### src/rtl/pcl_defs.svh
`ifndef PCL_DEFS_SVH
`define PCL_DEFS_SVH

// ***************************************************
// Register word indexes (byte address = index * 4)
// ***************************************************
`define PCL_IDX_PLL_CONTROL_REG 2'h0
`define PCL_IDX_BANDWIDTH_CONTROL_REG 2'h1
`define PCL_IDX_BREAK_FLAG_CONTROL_REG 2'h2

// ***************************************************
// Field positions
// ***************************************************
`define PCL_PLL_CONTROL_REG_IE 7
`define PCL_PLL_CONTROL_REG_FLAG 6
`define PCL_PLL_CONTROL_REG_ON 5
`define PCL_PLL_CONTROL_REG_BCS 4
`define PCL_PLL_CONTROL_REG_LOW_ONES 4'hf
`define PCL_BANDWIDTH_CONTROL_REG_AUTO 7
`define PCL_BANDWIDTH_CONTROL_REG_LOCK 6
`define PCL_BANDWIDTH_CONTROL_REG_ACQ 5
`define PCL_BREAK_FLAG_CONTROL_REG_BREAK_CLEAR_ENABLE 7

// ***************************************************
// Reset values
// ***************************************************
`define PCL_RST_PLL_ON 1'h1
`define PCL_RST_BCS 1'h0
`define PCL_RST_AUTO 1'h0
`define PCL_RST_ACQ 1'h0
`define PCL_RST_BREAK_CLEAR_ENABLE 1'h0

// ***************************************************
// Timing counts
// ***************************************************
`define PCL_SW_EDGES 2'h3
`define PCL_N_ACQ_DEF 8
`define PCL_N_TRK_DEF 16

`endif

### src/rtl/pcl_pkg.sv
package pcl_pkg;
  // Clock switch sequence
  typedef enum logic [1:0] {SW_RUN, SW_DRAIN, SW_FILL} pcl_sw_state_type;
  // Lock detector phase
  typedef enum logic [1:0] {LD_ACQ, LD_TRK, LD_LOCK} pcl_ld_state_type;
endpackage

### src/rtl/pcl_lock_if.sv
`timescale 1ns/100ps
// Control into and status out of the lock detector
interface pcl_lock_if;
  logic auto_en;
  logic pll_on;
  logic stop;
  logic acq_not;
  logic lock;
  logic lock_chg;
  modport ctl (output auto_en, pll_on, stop, input acq_not, lock, lock_chg);
  modport det (input auto_en, pll_on, stop, output acq_not, lock, lock_chg);
endinterface

### src/rtl/pcl_top.sv
// The Wishbone interface to the registers and the placing of the registers are this design's own decisions.
`timescale 1ns/100ps
`include "pcl_defs.svh"
module pcl_top #(
  parameter int N_ACQ = `PCL_N_ACQ_DEF,
  parameter int N_TRK = `PCL_N_TRK_DEF
) (
  // System
  input wire logic clk_i,
  input wire logic rst_i,
  // Wishbone slave
  input wire logic cyc_i,
  input wire logic stb_i,
  input wire logic we_i,
  input wire logic [3:0] adr_i,
  input wire logic [3:0] sel_i,
  input wire logic [31:0] dat_i,
  output logic [31:0] dat_o,
  output logic ack_o,
  // System integration
  input wire logic stop_i,
  input wire logic break_i,
  // Clock sources and analog status
  input wire logic crystal_clock_i,
  input wire logic vco_clock_i,
  input wire logic reference_clock_i,
  input wire logic trk_tol_i,
  input wire logic lock_tol_i,
  // Clock module outputs
  output logic crystal_clock_o,
  output logic module_clock_out_o,
  output logic clock_module_irq_o,
  output logic pll_enable_o,
  output logic pll_track_mode_o
);
  import pcl_pkg::*;

  // ***************************************************
  // Declarations
  // ***************************************************
  pcl_lock_if lk ();

  logic ack_r, req, acc, wr, pll_control_reg_acc, flag_clr;
  logic [1:0] idx;
  logic [7:0] rd_nxt, wd;
  logic irq_en_r, pll_change_flag_r, pll_enable_r, base_clock_select_r;
  logic auto_r, acq_man_r, break_clear_enable_r, irq_r;

  // ***************************************************
  // Wishbone slave
  // ***************************************************
  assign req = cyc_i & stb_i & ~ack_r;
  assign acc = cyc_i & stb_i & ack_r;
  assign wr = acc & we_i & sel_i[0];
  assign idx = adr_i[3:2];
  assign wd = dat_i[7:0];
  assign pll_control_reg_acc = acc && idx == `PCL_IDX_PLL_CONTROL_REG && adr_i[1:0] == 2'h0;

  // Ack one cycle after request, dropped the cycle after
  always_ff @(posedge clk_i) begin
    if (rst_i) begin
      ack_r <= 1'h0;
    end else begin
      ack_r <= req;
    end
  end

  // Read mux; unmapped words read zero
  always_comb begin
    rd_nxt = 8'h0;
    if (adr_i[1:0] == 2'h0) begin
      unique case (idx)
        `PCL_IDX_PLL_CONTROL_REG: begin
          rd_nxt = {irq_en_r, pll_change_flag_r & auto_r, pll_enable_r,
                    base_clock_select_r, `PCL_PLL_CONTROL_REG_LOW_ONES};
        end
        `PCL_IDX_BANDWIDTH_CONTROL_REG: begin
          rd_nxt[`PCL_BANDWIDTH_CONTROL_REG_AUTO] = auto_r;
          rd_nxt[`PCL_BANDWIDTH_CONTROL_REG_LOCK] = auto_r & lk.lock;
          rd_nxt[`PCL_BANDWIDTH_CONTROL_REG_ACQ] = auto_r ? lk.acq_not : acq_man_r;
        end
        `PCL_IDX_BREAK_FLAG_CONTROL_REG: begin
          rd_nxt[`PCL_BREAK_FLAG_CONTROL_REG_BREAK_CLEAR_ENABLE] = break_clear_enable_r;
        end
        default: rd_nxt = 8'h0;
      endcase
    end
  end

  // Read data captured together with ack
  always_ff @(posedge clk_i) begin
    if (rst_i) begin
      dat_o <= 32'h0;
    end else if (req) begin
      dat_o <= {24'h0, rd_nxt};
    end
  end

  assign ack_o = ack_r;

  // ***************************************************
  // PLL control register
  // ***************************************************
  // Enable and select guarded by each other's stored value, so one write can clear enable and set select; stop clears select
  always_ff @(posedge clk_i) begin
    if (rst_i) begin
      pll_enable_r <= `PCL_RST_PLL_ON;
      base_clock_select_r <= `PCL_RST_BCS;
      irq_en_r <= 1'h0;
    end else if (stop_i) begin
      base_clock_select_r <= 1'h0;
    end else if (wr && pll_control_reg_acc) begin
      irq_en_r <= wd[`PCL_PLL_CONTROL_REG_IE];
      pll_enable_r <= wd[`PCL_PLL_CONTROL_REG_ON] | base_clock_select_r;
      base_clock_select_r <= wd[`PCL_PLL_CONTROL_REG_BCS] & pll_enable_r;
    end
  end

  // Flag clear allowed outside break or with break clear enable
  assign flag_clr = pll_control_reg_acc && (!break_i || break_clear_enable_r);

  // Change flag: a lock change in the clearing cycle wins
  always_ff @(posedge clk_i) begin
    if (rst_i) begin
      pll_change_flag_r <= 1'h0;
    end else if (lk.lock_chg && auto_r) begin
      pll_change_flag_r <= 1'h1;
    end else if (flag_clr || !auto_r) begin
      pll_change_flag_r <= 1'h0;
    end
  end

  // ***************************************************
  // Bandwidth and break flag control registers
  // ***************************************************
  // Mode bit, and stored manual acquisition value
  always_ff @(posedge clk_i) begin
    if (rst_i) begin
      auto_r <= `PCL_RST_AUTO;
      acq_man_r <= `PCL_RST_ACQ;
    end else if (wr && idx == `PCL_IDX_BANDWIDTH_CONTROL_REG && adr_i[1:0] == 2'h0) begin
      auto_r <= wd[`PCL_BANDWIDTH_CONTROL_REG_AUTO];
      if (!auto_r) begin
        acq_man_r <= wd[`PCL_BANDWIDTH_CONTROL_REG_ACQ];
      end
    end
  end

  // Break clear enable
  always_ff @(posedge clk_i) begin
    if (rst_i) begin
      break_clear_enable_r <= `PCL_RST_BREAK_CLEAR_ENABLE;
    end else if (wr && idx == `PCL_IDX_BREAK_FLAG_CONTROL_REG && adr_i[1:0] == 2'h0) begin
      break_clear_enable_r <= wd[`PCL_BREAK_FLAG_CONTROL_REG_BREAK_CLEAR_ENABLE];
    end
  end

  // ***************************************************
  // Lock detection and clock switching
  // ***************************************************
  assign lk.auto_en = auto_r;
  assign lk.pll_on = pll_enable_r;
  assign lk.stop = stop_i;

  pcl_lock_det #(
    .N_ACQ(N_ACQ),
    .N_TRK(N_TRK)
  ) u_lock (
    .clk_i(clk_i),
    .rst_i(rst_i),
    .ref_i(reference_clock_i),
    .trk_tol_i(trk_tol_i),
    .lock_tol_i(lock_tol_i),
    .lk(lk.det)
  );

  pcl_clk_switch u_switch (
    .clk_i(clk_i),
    .rst_i(rst_i),
    .xtal_i(crystal_clock_i),
    .vco_i(vco_clock_i),
    .sel_i(base_clock_select_r),
    .stop_i(stop_i),
    .xtal_o(crystal_clock_o),
    .mout_o(module_clock_out_o)
  );

  // ***************************************************
  // Outputs to analog and processor
  // ***************************************************
  // Interrupt: not gated by wait or by the select bit
  always_ff @(posedge clk_i) begin
    if (rst_i) begin
      irq_r <= 1'h0;
    end else begin
      irq_r <= pll_change_flag_r & irq_en_r & auto_r & ~stop_i;
    end
  end

  assign clock_module_irq_o = irq_r;
  assign pll_enable_o = pll_enable_r;
  assign pll_track_mode_o = auto_r ? lk.acq_not : acq_man_r;
endmodule

### src/rtl/pcl_clk_switch.sv
`timescale 1ns/100ps
`include "pcl_defs.svh"
module pcl_clk_switch (
  // System
  input wire logic clk_i,
  input wire logic rst_i,
  // Source clocks and control
  input wire logic xtal_i,
  input wire logic vco_i,
  input wire logic sel_i,
  input wire logic stop_i,
  // Outputs
  output logic xtal_o,
  output logic mout_o
);
  import pcl_pkg::*;

  logic x_s1_r, x_s2_r, x_s3_r, v_s1_r, v_s2_r, v_s3_r;
  logic xe, ve, old_e, new_e, cur_r, div_r;
  logic [1:0] cnt_r;
  pcl_sw_state_type st_r;

  // Two-flop synchronisers per source, third flop for edges
  always_ff @(posedge clk_i) begin
    if (rst_i) begin
      {x_s1_r, x_s2_r, x_s3_r} <= 3'h0;
      {v_s1_r, v_s2_r, v_s3_r} <= 3'h0;
    end else begin
      {x_s1_r, x_s2_r, x_s3_r} <= {xtal_i, x_s1_r, x_s2_r};
      {v_s1_r, v_s2_r, v_s3_r} <= {vco_i, v_s1_r, v_s2_r};
    end
  end

  assign xe = x_s2_r & ~x_s3_r;
  assign ve = v_s2_r & ~v_s3_r;
  assign old_e = cur_r ? ve : xe;
  assign new_e = cur_r ? xe : ve;

  // Source selection, stasis while switching, divide by two
  always_ff @(posedge clk_i) begin
    if (rst_i || stop_i) begin
      st_r <= SW_RUN;
      cur_r <= 1'h0;
      cnt_r <= 2'h0;
      div_r <= 1'h0;
    end else begin
      unique case (st_r)
        SW_RUN: begin
          cnt_r <= 2'h0;
          if (sel_i != cur_r) begin
            st_r <= SW_DRAIN;
          end else if (old_e) begin
            div_r <= ~div_r;
          end
        end
        SW_DRAIN: begin
          if (old_e) begin
            cnt_r <= cnt_r + 2'h1;
          end
          if (cnt_r == `PCL_SW_EDGES) begin
            cnt_r <= 2'h0;
            st_r <= SW_FILL;
          end
        end
        SW_FILL: begin
          if (new_e) begin
            cnt_r <= cnt_r + 2'h1;
          end
          if (cnt_r == `PCL_SW_EDGES) begin
            cur_r <= sel_i;
            st_r <= SW_RUN;
          end
        end
      endcase
    end
  end

  // Crystal level out, held low in stop
  always_ff @(posedge clk_i) begin
    if (rst_i || stop_i) begin
      xtal_o <= 1'h0;
    end else begin
      xtal_o <= x_s2_r;
    end
  end

  assign mout_o = div_r;
endmodule

### src/rtl/pcl_lock_det.sv
`timescale 1ns/100ps
`include "pcl_defs.svh"
module pcl_lock_det #(
  parameter int N_ACQ = `PCL_N_ACQ_DEF,
  parameter int N_TRK = `PCL_N_TRK_DEF
) (
  // System
  input wire logic clk_i,
  input wire logic rst_i,
  // Reference clock and tolerance comparators
  input wire logic ref_i,
  input wire logic trk_tol_i,
  input wire logic lock_tol_i,
  // Control and status
  pcl_lock_if.det lk
);
  import pcl_pkg::*;

  logic r_s1_r, r_s2_r, r_s3_r, edge_w, active, wend, ok_trk, ok_lock;
  logic ok_trk_r, ok_lock_r, win_end_q;
  logic [15:0] cnt_r, len;
  pcl_ld_state_type st_r;

  // Reference clock synchroniser
  always_ff @(posedge clk_i) begin
    if (rst_i) begin
      {r_s1_r, r_s2_r, r_s3_r} <= 3'h0;
    end else begin
      {r_s1_r, r_s2_r, r_s3_r} <= {ref_i, r_s1_r, r_s2_r};
    end
  end

  assign edge_w = r_s2_r & ~r_s3_r;
  assign active = lk.auto_en & lk.pll_on & ~lk.stop;
  assign len = (st_r == LD_ACQ) ? 16'(N_ACQ) : 16'(N_TRK);
  assign wend = edge_w && (cnt_r == len - 16'h1);
  assign ok_trk = ok_trk_r & trk_tol_i;
  assign ok_lock = ok_lock_r & lock_tol_i;

  // Window counting and phase decisions at window ends only
  always_ff @(posedge clk_i) begin
    if (rst_i || !active) begin
      st_r <= LD_ACQ;
      cnt_r <= 16'h0;
      ok_trk_r <= 1'h1;
      ok_lock_r <= 1'h1;
    end else if (wend) begin
      cnt_r <= 16'h0;
      ok_trk_r <= 1'h1;
      ok_lock_r <= 1'h1;
      unique case (st_r)
        LD_ACQ: if (ok_trk) st_r <= LD_TRK;
        LD_TRK: begin
          if (!ok_trk) st_r <= LD_ACQ;
          else if (ok_lock) st_r <= LD_LOCK;
        end
        LD_LOCK: begin
          if (!ok_trk) st_r <= LD_ACQ;
          else if (!ok_lock) st_r <= LD_TRK;
        end
      endcase
    end else if (edge_w) begin
      cnt_r <= cnt_r + 16'h1;
      ok_trk_r <= ok_trk;
      ok_lock_r <= ok_lock;
    end
  end

  // Status flops and lock change pulse
  always_ff @(posedge clk_i) begin
    if (rst_i) begin
      lk.acq_not <= 1'h0;
      lk.lock <= 1'h0;
      lk.lock_chg <= 1'h0;
      win_end_q <= 1'h0;
    end else begin
      lk.acq_not <= active && st_r != LD_ACQ;
      lk.lock <= active && st_r == LD_LOCK;
      lk.lock_chg <= active && (lk.lock != (st_r == LD_LOCK));
      win_end_q <= wend;
    end
  end
endmodule

### config.mk
export PLATFORM = sky130hd
export DESIGN_NAME = pcl_top
export DESIGN_NICKNAME = d
export VERILOG_FILES = /design/src/rtl/pcl_pkg.sv /design/src/rtl/pcl_lock_if.sv /design/src/rtl/pcl_top.sv /design/src/rtl/pcl_clk_switch.sv /design/src/rtl/pcl_lock_det.sv
export VERILOG_INCLUDE_DIRS = /design/src /design/src/rtl
export SDC_FILE = /design/constraint.sdc
export NUM_CORES = 1
export LEC_CHECK = 0
export BUFFER_PORTS_ARGS = -buffer_cell sky130_fd_sc_hd__clkbuf_2
export CORE_MARGIN = 5
export CORE_UTILIZATION = 49
export CTS_BUF_LIST = sky130_fd_sc_hd__clkbuf_16
export CTS_CLUSTER_SIZE = 12
export DETAILED_ROUTE_END_ITERATION = 8
export HOLD_SLACK_MARGIN = 0.06
export PLACE_DENSITY = 0.87
export SLEW_MARGIN = 15
export SYNTH_ARGS = -nofsm -noshare
export SYNTH_HDL_FRONTEND = slang
export SYNTH_SLANG_ARGS = --single-unit
### constraint.sdc
create_clock -name clk_i -period 2.2 [get_ports clk_i]
set_input_delay 0.11 -clock clk_i [delete_from_list [all_inputs] [get_ports clk_i]]
set_output_delay 0.11 -clock clk_i [all_outputs]
set_load 0.05 [all_outputs]
# After elaboration in Yosys (flattened, before gate mapping)
# Index checks and enable logic that the tools add are counted.
dict set report word_totals {
  reg_bits 56
  word_cells 138
  inputBits 52
  out_inout_bits 38
}
dict set report op_classes {
  n_eq_ne 18
  n_addsub 3
  reduce_logical 35
  n_bitwise 27
  n_mux 24
}
# op n
set op_table {}
lappend op_table {{$mux W2} 11}
lappend op_table {{$and A1 B1 Y1} 18}
lappend op_table {{$pmux W2 S3} 3}
lappend op_table {{$add A16 B1 Y16 const B} 1}
lappend op_table {{$eq A16 B16 Y1} 1}
lappend op_table {{$sub A16 B1 Y16 const B} 1}
lappend op_table {{$logic_and A1 B1 Y1} 13}
lappend op_table {{$mux W5} 2}
lappend op_table {{$ne A2 B1 Y1 const B} 5}
lappend op_table {{$eq A2 B2 Y1 const B} 4}
lappend op_table {{$logic_not A2 Y1} 4}
lappend op_table {{$mux W8} 1}
lappend op_table {{$not A1 Y1} 8}
lappend op_table {{$reduce_and A2 Y1} 4}
lappend op_table {{$eq A2 B1 Y1 const B} 3}
lappend op_table {{$ne A3 B3 Y1 const B} 2}
lappend op_table {{$reduce_and A3 Y1} 2}
lappend op_table {{$mux W1} 5}
lappend op_table {{$logic_or A1 B1 Y1} 4}
lappend op_table {{$pmux W2 S2} 1}
lappend op_table {{$reduce_and A4 Y1} 1}
lappend op_table {{$reduce_bool A2 Y1} 2}
lappend op_table {{$reduce_or A2 Y1} 2}
lappend op_table {{$logic_not A1 Y1} 3}
lappend op_table {{other kinds (5)} 6}

# Depth between registers and ports, before layout
# Gate-level depths: netlist (run 1).
dict set report logic_depth {
  depth_word 8
  mapped_depth 6
  ltp_nobuf 6
}

# Hierarchy
# Synthesis (run 1) repeated with hierarchy kept, for this count alone.
dict set report unflattened {
  hier_cells 292
  area_unflattened_um2 2663.8
}
# module n_inst seq_area_each_um2 cells_per_inst area_per_inst_um2
set modules_own_cells {}
lappend modules_own_cells {pcl_lock_det 1 520.5 130 1177.4}
lappend modules_own_cells {pcl_top 1 280.3 104 880.8}
lappend modules_own_cells {pcl_clk_switch 1 260.2 58 605.6}

# Worst setup path before layout (run 1)
# No wires, ideal clock.
dict set report synth_path {
  kind {flip-flop to flip-flop}
  from {register auto_r}
  to {register dat_o[5]}
  arrival_time_ps 1590
  setup_ps 128
  setup_slack_ps 483
  path_buffers 1
  period_less_slack_ps 1717
  required_time_ps 2072
  stages_incl_launch_ff 6
  cell_sequence {dfxtp_1 clkbuf_1 mux2_1 mux2_2 a22oi_1 nor2_1}
}
dict set report synth_between {
  elab_chain_len 3
}
# item line
set synth_lines {}
lappend synth_lines {{start: declaration} pcl_top.sv:47} ;# logic auto_r, acq_man_r, break_clear_enable_r, irq_r;
lappend synth_lines {{start signal: assignment} pcl_top.sv:139} ;# auto_r <= `PCL_RST_AUTO;
lappend synth_lines {{start signal: assignment} pcl_top.sv:142} ;# auto_r <= wd[`PCL_BANDWIDTH_CONTROL_REG_AUTO];
lappend synth_lines {{$mux W1} n/a}
lappend synth_lines {{named net pll_track_mode_o} pcl_top.sv:34} ;# output logic pll_track_mode_o
lappend synth_lines {{$pmux W2 S2} pcl_top.sv:72} ;# unique case (idx)
lappend synth_lines {{$mux W8} pcl_top.sv:71} ;# if (adr_i[1:0] == 2'h0) begin
lappend synth_lines {{end signal: assignment} pcl_top.sv:95} ;# dat_o <= {24'h0, rd_nxt};
lappend synth_lines {{end: declaration} pcl_top.sv:18} ;# output logic [31:0] dat_o,
# The timed path passes the listed nets, and every way through them passes these cells.
# A chain may end at the register's enable or synchronous reset.

# Worst setup path after layout (run 1)
dict set report layout_path {
  from {register u_lock.cnt_r[0]}
  to {register u_lock.st_r[0]}
}
dict set report layout_between {
  elab_chain_len 3
}
# item line
set layout_lines {}
lappend layout_lines {{start: declaration} pcl_lock_det.sv:21} ;# logic [15:0] cnt_r, len;
lappend layout_lines {{start signal: assignment} pcl_lock_det.sv:63} ;# cnt_r <= cnt_r + 16'h1;
lappend layout_lines {{$eq A16 B16 Y1} pcl_lock_det.sv:36} ;# assign wend = edge_w && (cnt_r == len - 16'h1);
lappend layout_lines {{$logic_and A1 B1 Y1} pcl_lock_det.sv:36}
lappend layout_lines {{$reduce_and A4 Y1 (no source line)} n/a}
lappend layout_lines {{end signal: assignment} pcl_lock_det.sv:43} ;# st_r <= LD_ACQ;
lappend layout_lines {{end signal: assignment} pcl_lock_det.sv:52} ;# LD_ACQ: if (ok_trk) st_r <= LD_TRK;
lappend layout_lines {{end signal: assignment} pcl_lock_det.sv:54} ;# if (!ok_trk) st_r <= LD_ACQ;
lappend layout_lines {{end: declaration} pcl_lock_det.sv:22} ;# pcl_ld_state_type st_r;
# Every way passes these cells.

==> metrics.md, run 1 <==
| Metric | Value |
|---|---|
| DP Cell Count | `380` |
| Unrepaired setup endpoints after global routing | `false` |
| 1st-pass router iterations | `4` |
| Crit-path cells | `ha_1 > and4b_1 > nand4_1 > o31a_1 > a311oi_1` |
| Leakage | `1.10 nW` |
| Synthesized area | `0.00254 mm^2` |
| Die area | `between 0.006 and 0.007 mm^2` |
| Register area share after synthesis | `between 40% and 50%` |
| Synth-to-Final Area Change | `13.5%` |
| R2R Path Start | `u_lock.cnt_r[0]` |
| HP Class | `input pin to flop` |
| Synth async-reset ratio | `0%` |
| Slew Viols, Final | `0` |
| Vias per cell | `a little over 5` |
| Pin count of the biggest net entering global routing | `25` |
| TNS Setup | `0 ns` |
| Maximum root-to-sink buffer count | `2` |
| Switching pwr | `around 0.47 mW` |
| Max incr delay on CP | `0.39 ns` |
| Reg clk slew, reported paths | `around 0.070 ns` |
| Diode count | `0` |
| Crit end category | `flop` |
| Critical path class | `flop to flop` |
| Worst hold start | `dat_i[4]` |
| Layout cells sized above 1 | `15.5%` |
| Hold Path Depth | `3` |
| Setup crit start kind | `flop` |
| Netlist cell types | `48` |
| R2r setup slk | `0.45 ns` |
| Initial antenna violation count | `0` |
| Final WL | `4900 um` |
| # port buffers | `33` |
| Worst path slowest cell | `dfxtp_1` |
| Post-route insts no fill | `392` |
| Clock power share | `between 40 and 50%` |
| Sequential Power Share | `48.5%` |
| Status | `finished, final reports clean` |
| Finished Core Util | `56.8%` |
| Core box area | `0.00507 mm^2` |
| Vias post-DR | `2008` |
| Gr usage total | `15.2%` |
| First-pass GRT wire length | `8040 um` |
| Hold path endpoint | `base_clock_select_r` |
| Max_cap viols | `0` |
| Syn Area/Cell | `8.95 um^2` |
| Setup Skew | `0.00530 ns` |
| # H-tree levels | `2` |
| Final RePlAce weighted congestion | `0.873` |
| DRT iter0 DRCs | `89` |
| Routed Antenna Nets | `0` |
| Fmax | `roughly 570 MHz` |
| Routed len/inst | `roughly 12 um` |
| Yosys warnings | `0` |
| Clock tree sinks | `53` |
| Seq cells post-synth | `between 50 and 60` |
| Total power | `about 2 mW` |
| Number of CTS-inserted buffers | `5` |
| EDFF count, synth | `0` |
| Post-Place Setup Slack | `around 0.48 ns` |
| R2R depth | `5` |
| Cell count after synthesis | `284` |
| Sw Ratio | `23.3%` |
| Critical path required time | `2.40 ns` |
| Boundary pin count | `90` |
| Vias in the first global route | `1907` |
| Hold Worst Slack | `0.0642 ns` |
| IR drop worst, VDD | `625 uV` |
| CTS tree | `yes` |
| Standard-cell rows | `26` |
| Die Span Y | `82.0 um` |
| Placed Area | `between 0.002 and 0.003 mm^2` |
| Dominant synthesized flop cell | `dfxtp_1` |
| Hpwl dp | `3530 um` |
| Design Area, Final | `0.00288 mm^2` |
| Period utilization | `79.4%` |
| Final setup fails | `0` |
| Hold Fails Final Rpt | `0` |
| Final WS setup | `0.453 ns` |
| Die Wd | `82.0 um` |
| CTS-repair resized insts | `0` |
| Arrival time at the worst endpoint | `1.94 ns` |
| Worst-Skew Late Latency | `0.29 ns` |
| Period minus WS final | `1.75 ns` |
| Initial Util | `~50%` |
| Clk root buf | `clkbuf_16` |
| PwrDens | `695 mW/mm^2` |
| Drc violations | `0` |
| Reg-to-reg critical path endpoint | `u_lock.st_r[0]` |
| Max FO, Critical Path | `5` |
| Pint | `1.54 mW` |
| Combinational power share | `under 10%` |
| Nets | `between 300 and 400` |
| Grt ovf | `0` |
[power by group through the flow]
stage / Clock [mW] / Combinational [mW] / Sequential [mW]
2_1_floorplan: 0 / 0.157 / 1.00
3_3_place_gp: 0 / 0.162 / 0.994
3_5_place_dp: 0 / 0.164 / 0.995
4_1_cts: 0.886 / 0.170 / 0.972
5_1_grt: 0.927 / 0.182 / 0.973
6_report: 0.860 / 0.171 / 0.973
[cell usage after synthesis, drive strengths merged, types with 2 or more instances]
library cell | instances | area share, %
a32oi | 2 | 0.69
nand2 | 13 | 1.9
nand3 | 6 | 1.2
xnor2 | 15 | 5.2
a21oi | 6 | 1.3
mux2 | 3 | 1.3
o21ai | 10 | 2.0
nor4 | 7 | 1.7
clkbuf | 5 | 0.74
nand2b | 6 | 1.5
mux2i | 8 | 3.2
nand4b | 2 | 0.69
nand4 | 10 | 2.7
dfxtp | 53 | 42
and4b | 2 | 0.79
and4 | 2 | 0.69
nor2 | 38 | 5.6
xor2 | 3 | 1.0
buf | 29 | 8.5
and3 | 2 | 0.49
nor4b | 2 | 0.69
nand3b | 2 | 0.59
or3 | 4 | 0.98
nor3 | 9 | 1.8
a22oi | 4 | 1.2
nor2b | 14 | 3.4
ha | 5 | 2.5
inv | 7 | 1.0
[registers in the layout (all words and copies together) (netlist names), 2 cells and up]
| signal | count |
|---|---|
| u_switch.st_r | 2 |
| dat_o | 5 |
| u_lock.cnt_r | 16 |
| u_switch.cnt_r | 2 |
| u_lock.st_r | 2 |
[timing repair]
| item | in CTS | in global routing |
|---|---|---|
| hold buffers | 4 | 0 |
| hold endpoints to repair | 4 | 0 |
| setup buffers | 0 | 0 |
[final cells by class]
cell class                      instances  area (um^2)
Clock buffer                            5          125
Clock inverter                          3         42.5
Fill cell                             451         2190
Inverter                                7         26.3
Multi-Input combinational cell        213         1310
Sequential cell                        53         1060
Tap cell                               70         87.6
Timing Repair Buffer                   41          235
[worst max-delay path by stage]
stage / slack, ns / from / endpoint
after floorplan: 0.48 / auto_r / dat_o[5]
after global placement: 0.49 / u_lock.cnt_r[0] / u_lock.st_r[0]
after detailed placement: 0.48 / u_lock.cnt_r[0] / u_lock.st_r[0]
after CTS: 0.44 / u_lock.cnt_r[0] / u_lock.st_r[0]
after global routing: 0.27 / u_lock.cnt_r[0] / u_lock.st_r[0]
final: 0.45 / u_lock.cnt_r[0] / u_lock.st_r[0]
[critical path: cells and delay by family, from the launching register on]
kind            cells  cell delay [ns]
simple gates        2             0.46
fa+ha+maj           1             0.22
flops               1             0.39
compound gates      2             0.58
[routing by layer]
metal	track usage, %	wire length [um]	up-vias
met5	0	0	-
met4	7.97	120	0
met3	3.51	246	12
met2	26.1	2460	50
met1	17.4	2070	934
li1	-	-	1012
[cell families (layout without fill, tap and decap cells)]
logic type	after synthesis	after routing	synth area share, %
and+or+nand+nor	124	124	26.4
DFF	53	53	41.8
buffers and inverters	41	56	10.2
AOI/OAI and AO/OA	31	31	8.27
xor gates and xnor gates	18	18	6.20
muxes	11	11	4.48
adders and majority gates	5	5	2.46
other	1	24	0.148
[cell usage in the layout (no fill, tap or decap), types with 2 or more instances in the layout]
master         synthesis  layout
nand4_1                9       9
xnor2_1               15      15
ha_1                   5       5
mux2_2                 2       2
inv_1                  7       8
dlygate4sd3_1          0       4
a22oi_1                4       4
mux2i_1                8       8
o21ai_1                5       5
nand3b_1               2       2
conb_1                 1      24
dfxtp_1               53      53
a32oi_1                2       2
nor4_1                 7       7
a21oi_1                5       5
and4b_1                2       2
or3_1                  4       4
and4_1                 2       2
nor3_1                 9       9
nand2_1               13      13
and3_1                 2       2
xor2_1                 3       3
clkbuf_16              0       5
nand3_1                6       6
nand4b_1               2       2
nand2b_1               6       6
nor4b_1                2       2
nor2_1                38      38
buf_4                 28       4
clkbuf_2               0      33
o21ai_0                5       5
nor2b_1               14      14
No activity file was read; power rests on OpenSTA's default activity.
==> run 2, diff against run 1 <==
--- a/config.mk
+++ b/config.mk
@@ -8,12 +8,12 @@
 export LEC_CHECK = 0
 export BUFFER_PORTS_ARGS = -buffer_cell sky130_fd_sc_hd__clkbuf_2
 export CORE_MARGIN = 5
-export CORE_UTILIZATION = 49
+export CORE_UTILIZATION = 45
 export CTS_BUF_LIST = sky130_fd_sc_hd__clkbuf_16
 export CTS_CLUSTER_SIZE = 12
 export DETAILED_ROUTE_END_ITERATION = 8
 export HOLD_SLACK_MARGIN = 0.06
-export PLACE_DENSITY = 0.87
+export PLACE_DENSITY = 0.84
 export SLEW_MARGIN = 15
 export SYNTH_ARGS = -nofsm -noshare
 export SYNTH_HDL_FRONTEND = slang
==> constraint.sdc (replaced) <==
create_clock -name clk_i -period 1.6 [get_ports clk_i]
set_input_delay 0.08 -clock clk_i [delete_from_list [all_inputs] [get_ports clk_i]]
set_output_delay 0.08 -clock clk_i [all_outputs]
set_load 0.05 [all_outputs]
==> metrics.md, run 2 (synthesis results as in run 1) <==
| Metric | Value |
|---|---|
| Leakage | `1.25 nW` |
| Worst-Skew Late Latency | `0.29 ns` |
| Standard-cell rows | `27` |
| Critical path required time | `1.83 ns` |
| Hpwl dp | `4040 um` |
| Vias post-DR | `between 2000 and 2500` |
| Total power | `around 2.8 mW` |
| Drc violations | `0` |
| Number of CTS-inserted buffers | `5` |
| Setup Skew | `0.00479 ns` |
| Most common cell after layout, fill and taps aside | `dfxtp_1` |
| Unrepaired setup endpoints after global routing | `true` |
| Vias per cell | `5.10` |
| Diode count | `0` |
| Period minus WS final | `1.58 ns` |
| Gr usage total | `15.4%` |
| Final WL | `approximately 5500 um` |
| Maximum root-to-sink buffer count | `2` |
| Die Wd | `approximately 85 um` |
| Slew Viols, Final | `0` |
| Initial antenna violation count | `0` |
| Synth-to-Final Area Change | `24.0%` |
| Max_cap viols | `0` |
| IR drop worst, VDD | `617 uV` |
| Max incr delay on CP | `0.38 ns` |
| Crit-path cells | `ha_4 > and4b_1 > nand4_1 > buf_4 > or3_1 > a21oi_2` |
| PwrDens | `886 mW/mm^2` |
| Status | `finished, final reports clean` |
| Period utilization | `98.5%` |
| Clk root buf | `clkbuf_16` |
| Max FFs per register | `16` |
| HP Class | `input pin to flop` |
| Top Registers | `u_lock.cnt_r: 16 flops, dat_o: 5 flops` |
| Max FO, Critical Path | `3` |
| Die area | `0.00725 mm^2` |
| Final RePlAce weighted congestion | `0.796` |
| Setup crit start kind | `flop` |
| Critical path class | `flop to flop` |
| Die Span Y | `85.1 um` |
| Fmax | `635 MHz` |
| 1st-pass router iterations | `4` |
| CP bufs+invs | `1` |
| # port buffers | `33` |
| CTS tree | `yes` |
| Grt ovf | `0` |
| First-pass GRT wire length | `9110 um` |
| Routed len/inst | `13.0 um` |
| Hold Worst Slack | `~0.08 ns` |
| Core box area | `around 0.0055 mm^2` |
| Most frequent cells in the layout | `dfxtp_1 (47), nor2_1 (37), clkbuf_2 (33)` |
| # H-tree levels | `2` |
| Clock tree sinks | `53` |
| Boundary pin count | `90` |
| Crit end category | `flop` |
| Arrival time at the worst endpoint | `around 1.8 ns` |
| Layout cells sized above 1 | `24.5%` |
| Vias in the first global route | `2067` |
| Delay-heaviest family, CP | `simple AND/OR/NAND/NOR gates` |
| Nets | `403` |
| Top reg by flops | `u_lock.cnt_r` |
| Hold Fails Final Rpt | `0` |
| Reg clk slew, reported paths | `0.07 ns` |
| DRT iter0 DRCs | `59` |
| Initial Util | `46.1%` |
| Worst path slowest cell | `or3_1` |
| Routed Antenna Nets | `0` |
| Pin count of the biggest net entering global routing | `24` |
| Final setup fails | `0` |
==> run 2: cell count changes in the layout (fill, tap and decap cells not counted), sizes merged <==
cell and change:
buf +23, clkbuf +1, dlygate4sd3 +1
==> run 2: area by class of cell <==
class | instances | area [um^2]
multi-input cells | 213 | 1340
repair buffers | 66 | 455
clock buffers | 5 | 125
clock inverters | 3 | 42.5
well taps | 72 | 90.1
fillers | 487 | 2360
inverters | 7 | 26.3
flip-flops and latches | 53 | 1070
==> run 2: timing repair <==
item | in CTS | in global routing
cloned | 1 | 0
pin swaps | 4 | 3
buffers inserted | 2 | 0
hold buffers | 5 | 0
gates resized for setup | 5 | 8
endpoints found under the setup margin | 20 | 20
endpoints found under the hold margin | 5 | 0
==> run 2: power breakdown <==
group / leakage, nW / total [mW] / switching [mW] / internal [mW]
Clock: 0.0852 / 1.21 / 0.479 / 0.736
Combinational: 0.729 / 0.239 / 0.187 / 0.0523
Sequential: 0.432 / 1.34 / 0.00763 / 1.33
Total: 1.25 / 2.79 / 0.674 / 2.12
==> run 2: tightest hold or removal path, delay by kind of cell <==
kind / cells / cell delay [ns]
simple gates: 1 / 0.07
compound gates: 1 / 0.09
buf+inv: 1 / 0.10
==> run 2: layer usage <==
layer / up-vias / global-route usage [%] / part of all wire (%)
met4: 0 / 6.04 / 2.1
met3: 13 / 4.17 / 5.1
met5: - / 0 / 0
met2: 45 / 27.2 / 51
met1: 1013 / 17.5 / 42
li1: 1065 / - / -
==> run 2: stage by stage <==
| step | setup TNS [ns] | std cells | setup slack (ns) | instance area (um^2) | utilization, % |
|---|---|---|---|---|---|
| 2_1_floorplan | 0 | 307 | 0.00425 | 2640 | - |
| 3_3_place_gp | 0 | 403 | 0.0274 | 2860 | 51.9 |
| 3_5_place_dp | -0.544 | 403 | -0.0427 | 2860 | 51.9 |
| 4_1_cts | 0 | 419 | 0.00442 | 3140 | 56.9 |
| 5_1_grt | -0.193 | 419 | -0.0385 | 3150 | 57.2 |
| 6_report | 0 | 419 | 0.0246 | 3150 | 57.2 |
==> run 2: path summary, 6_finish.rpt <==
kind | startpoint | end | slack, ns | depth (start not counted)
setup / recovery | u_lock.cnt_r[1] | u_lock.st_r[1] | 0.02 | 6
hold reg to reg | u_lock.r_s1_r | u_lock.r_s2_r | 0.44 | 1
setup reg to reg | u_lock.cnt_r[1] | u_lock.st_r[1] | 0.02 | 6
hold / removal | lock_tol_i | u_lock.ok_lock_r | 0.08 | 3
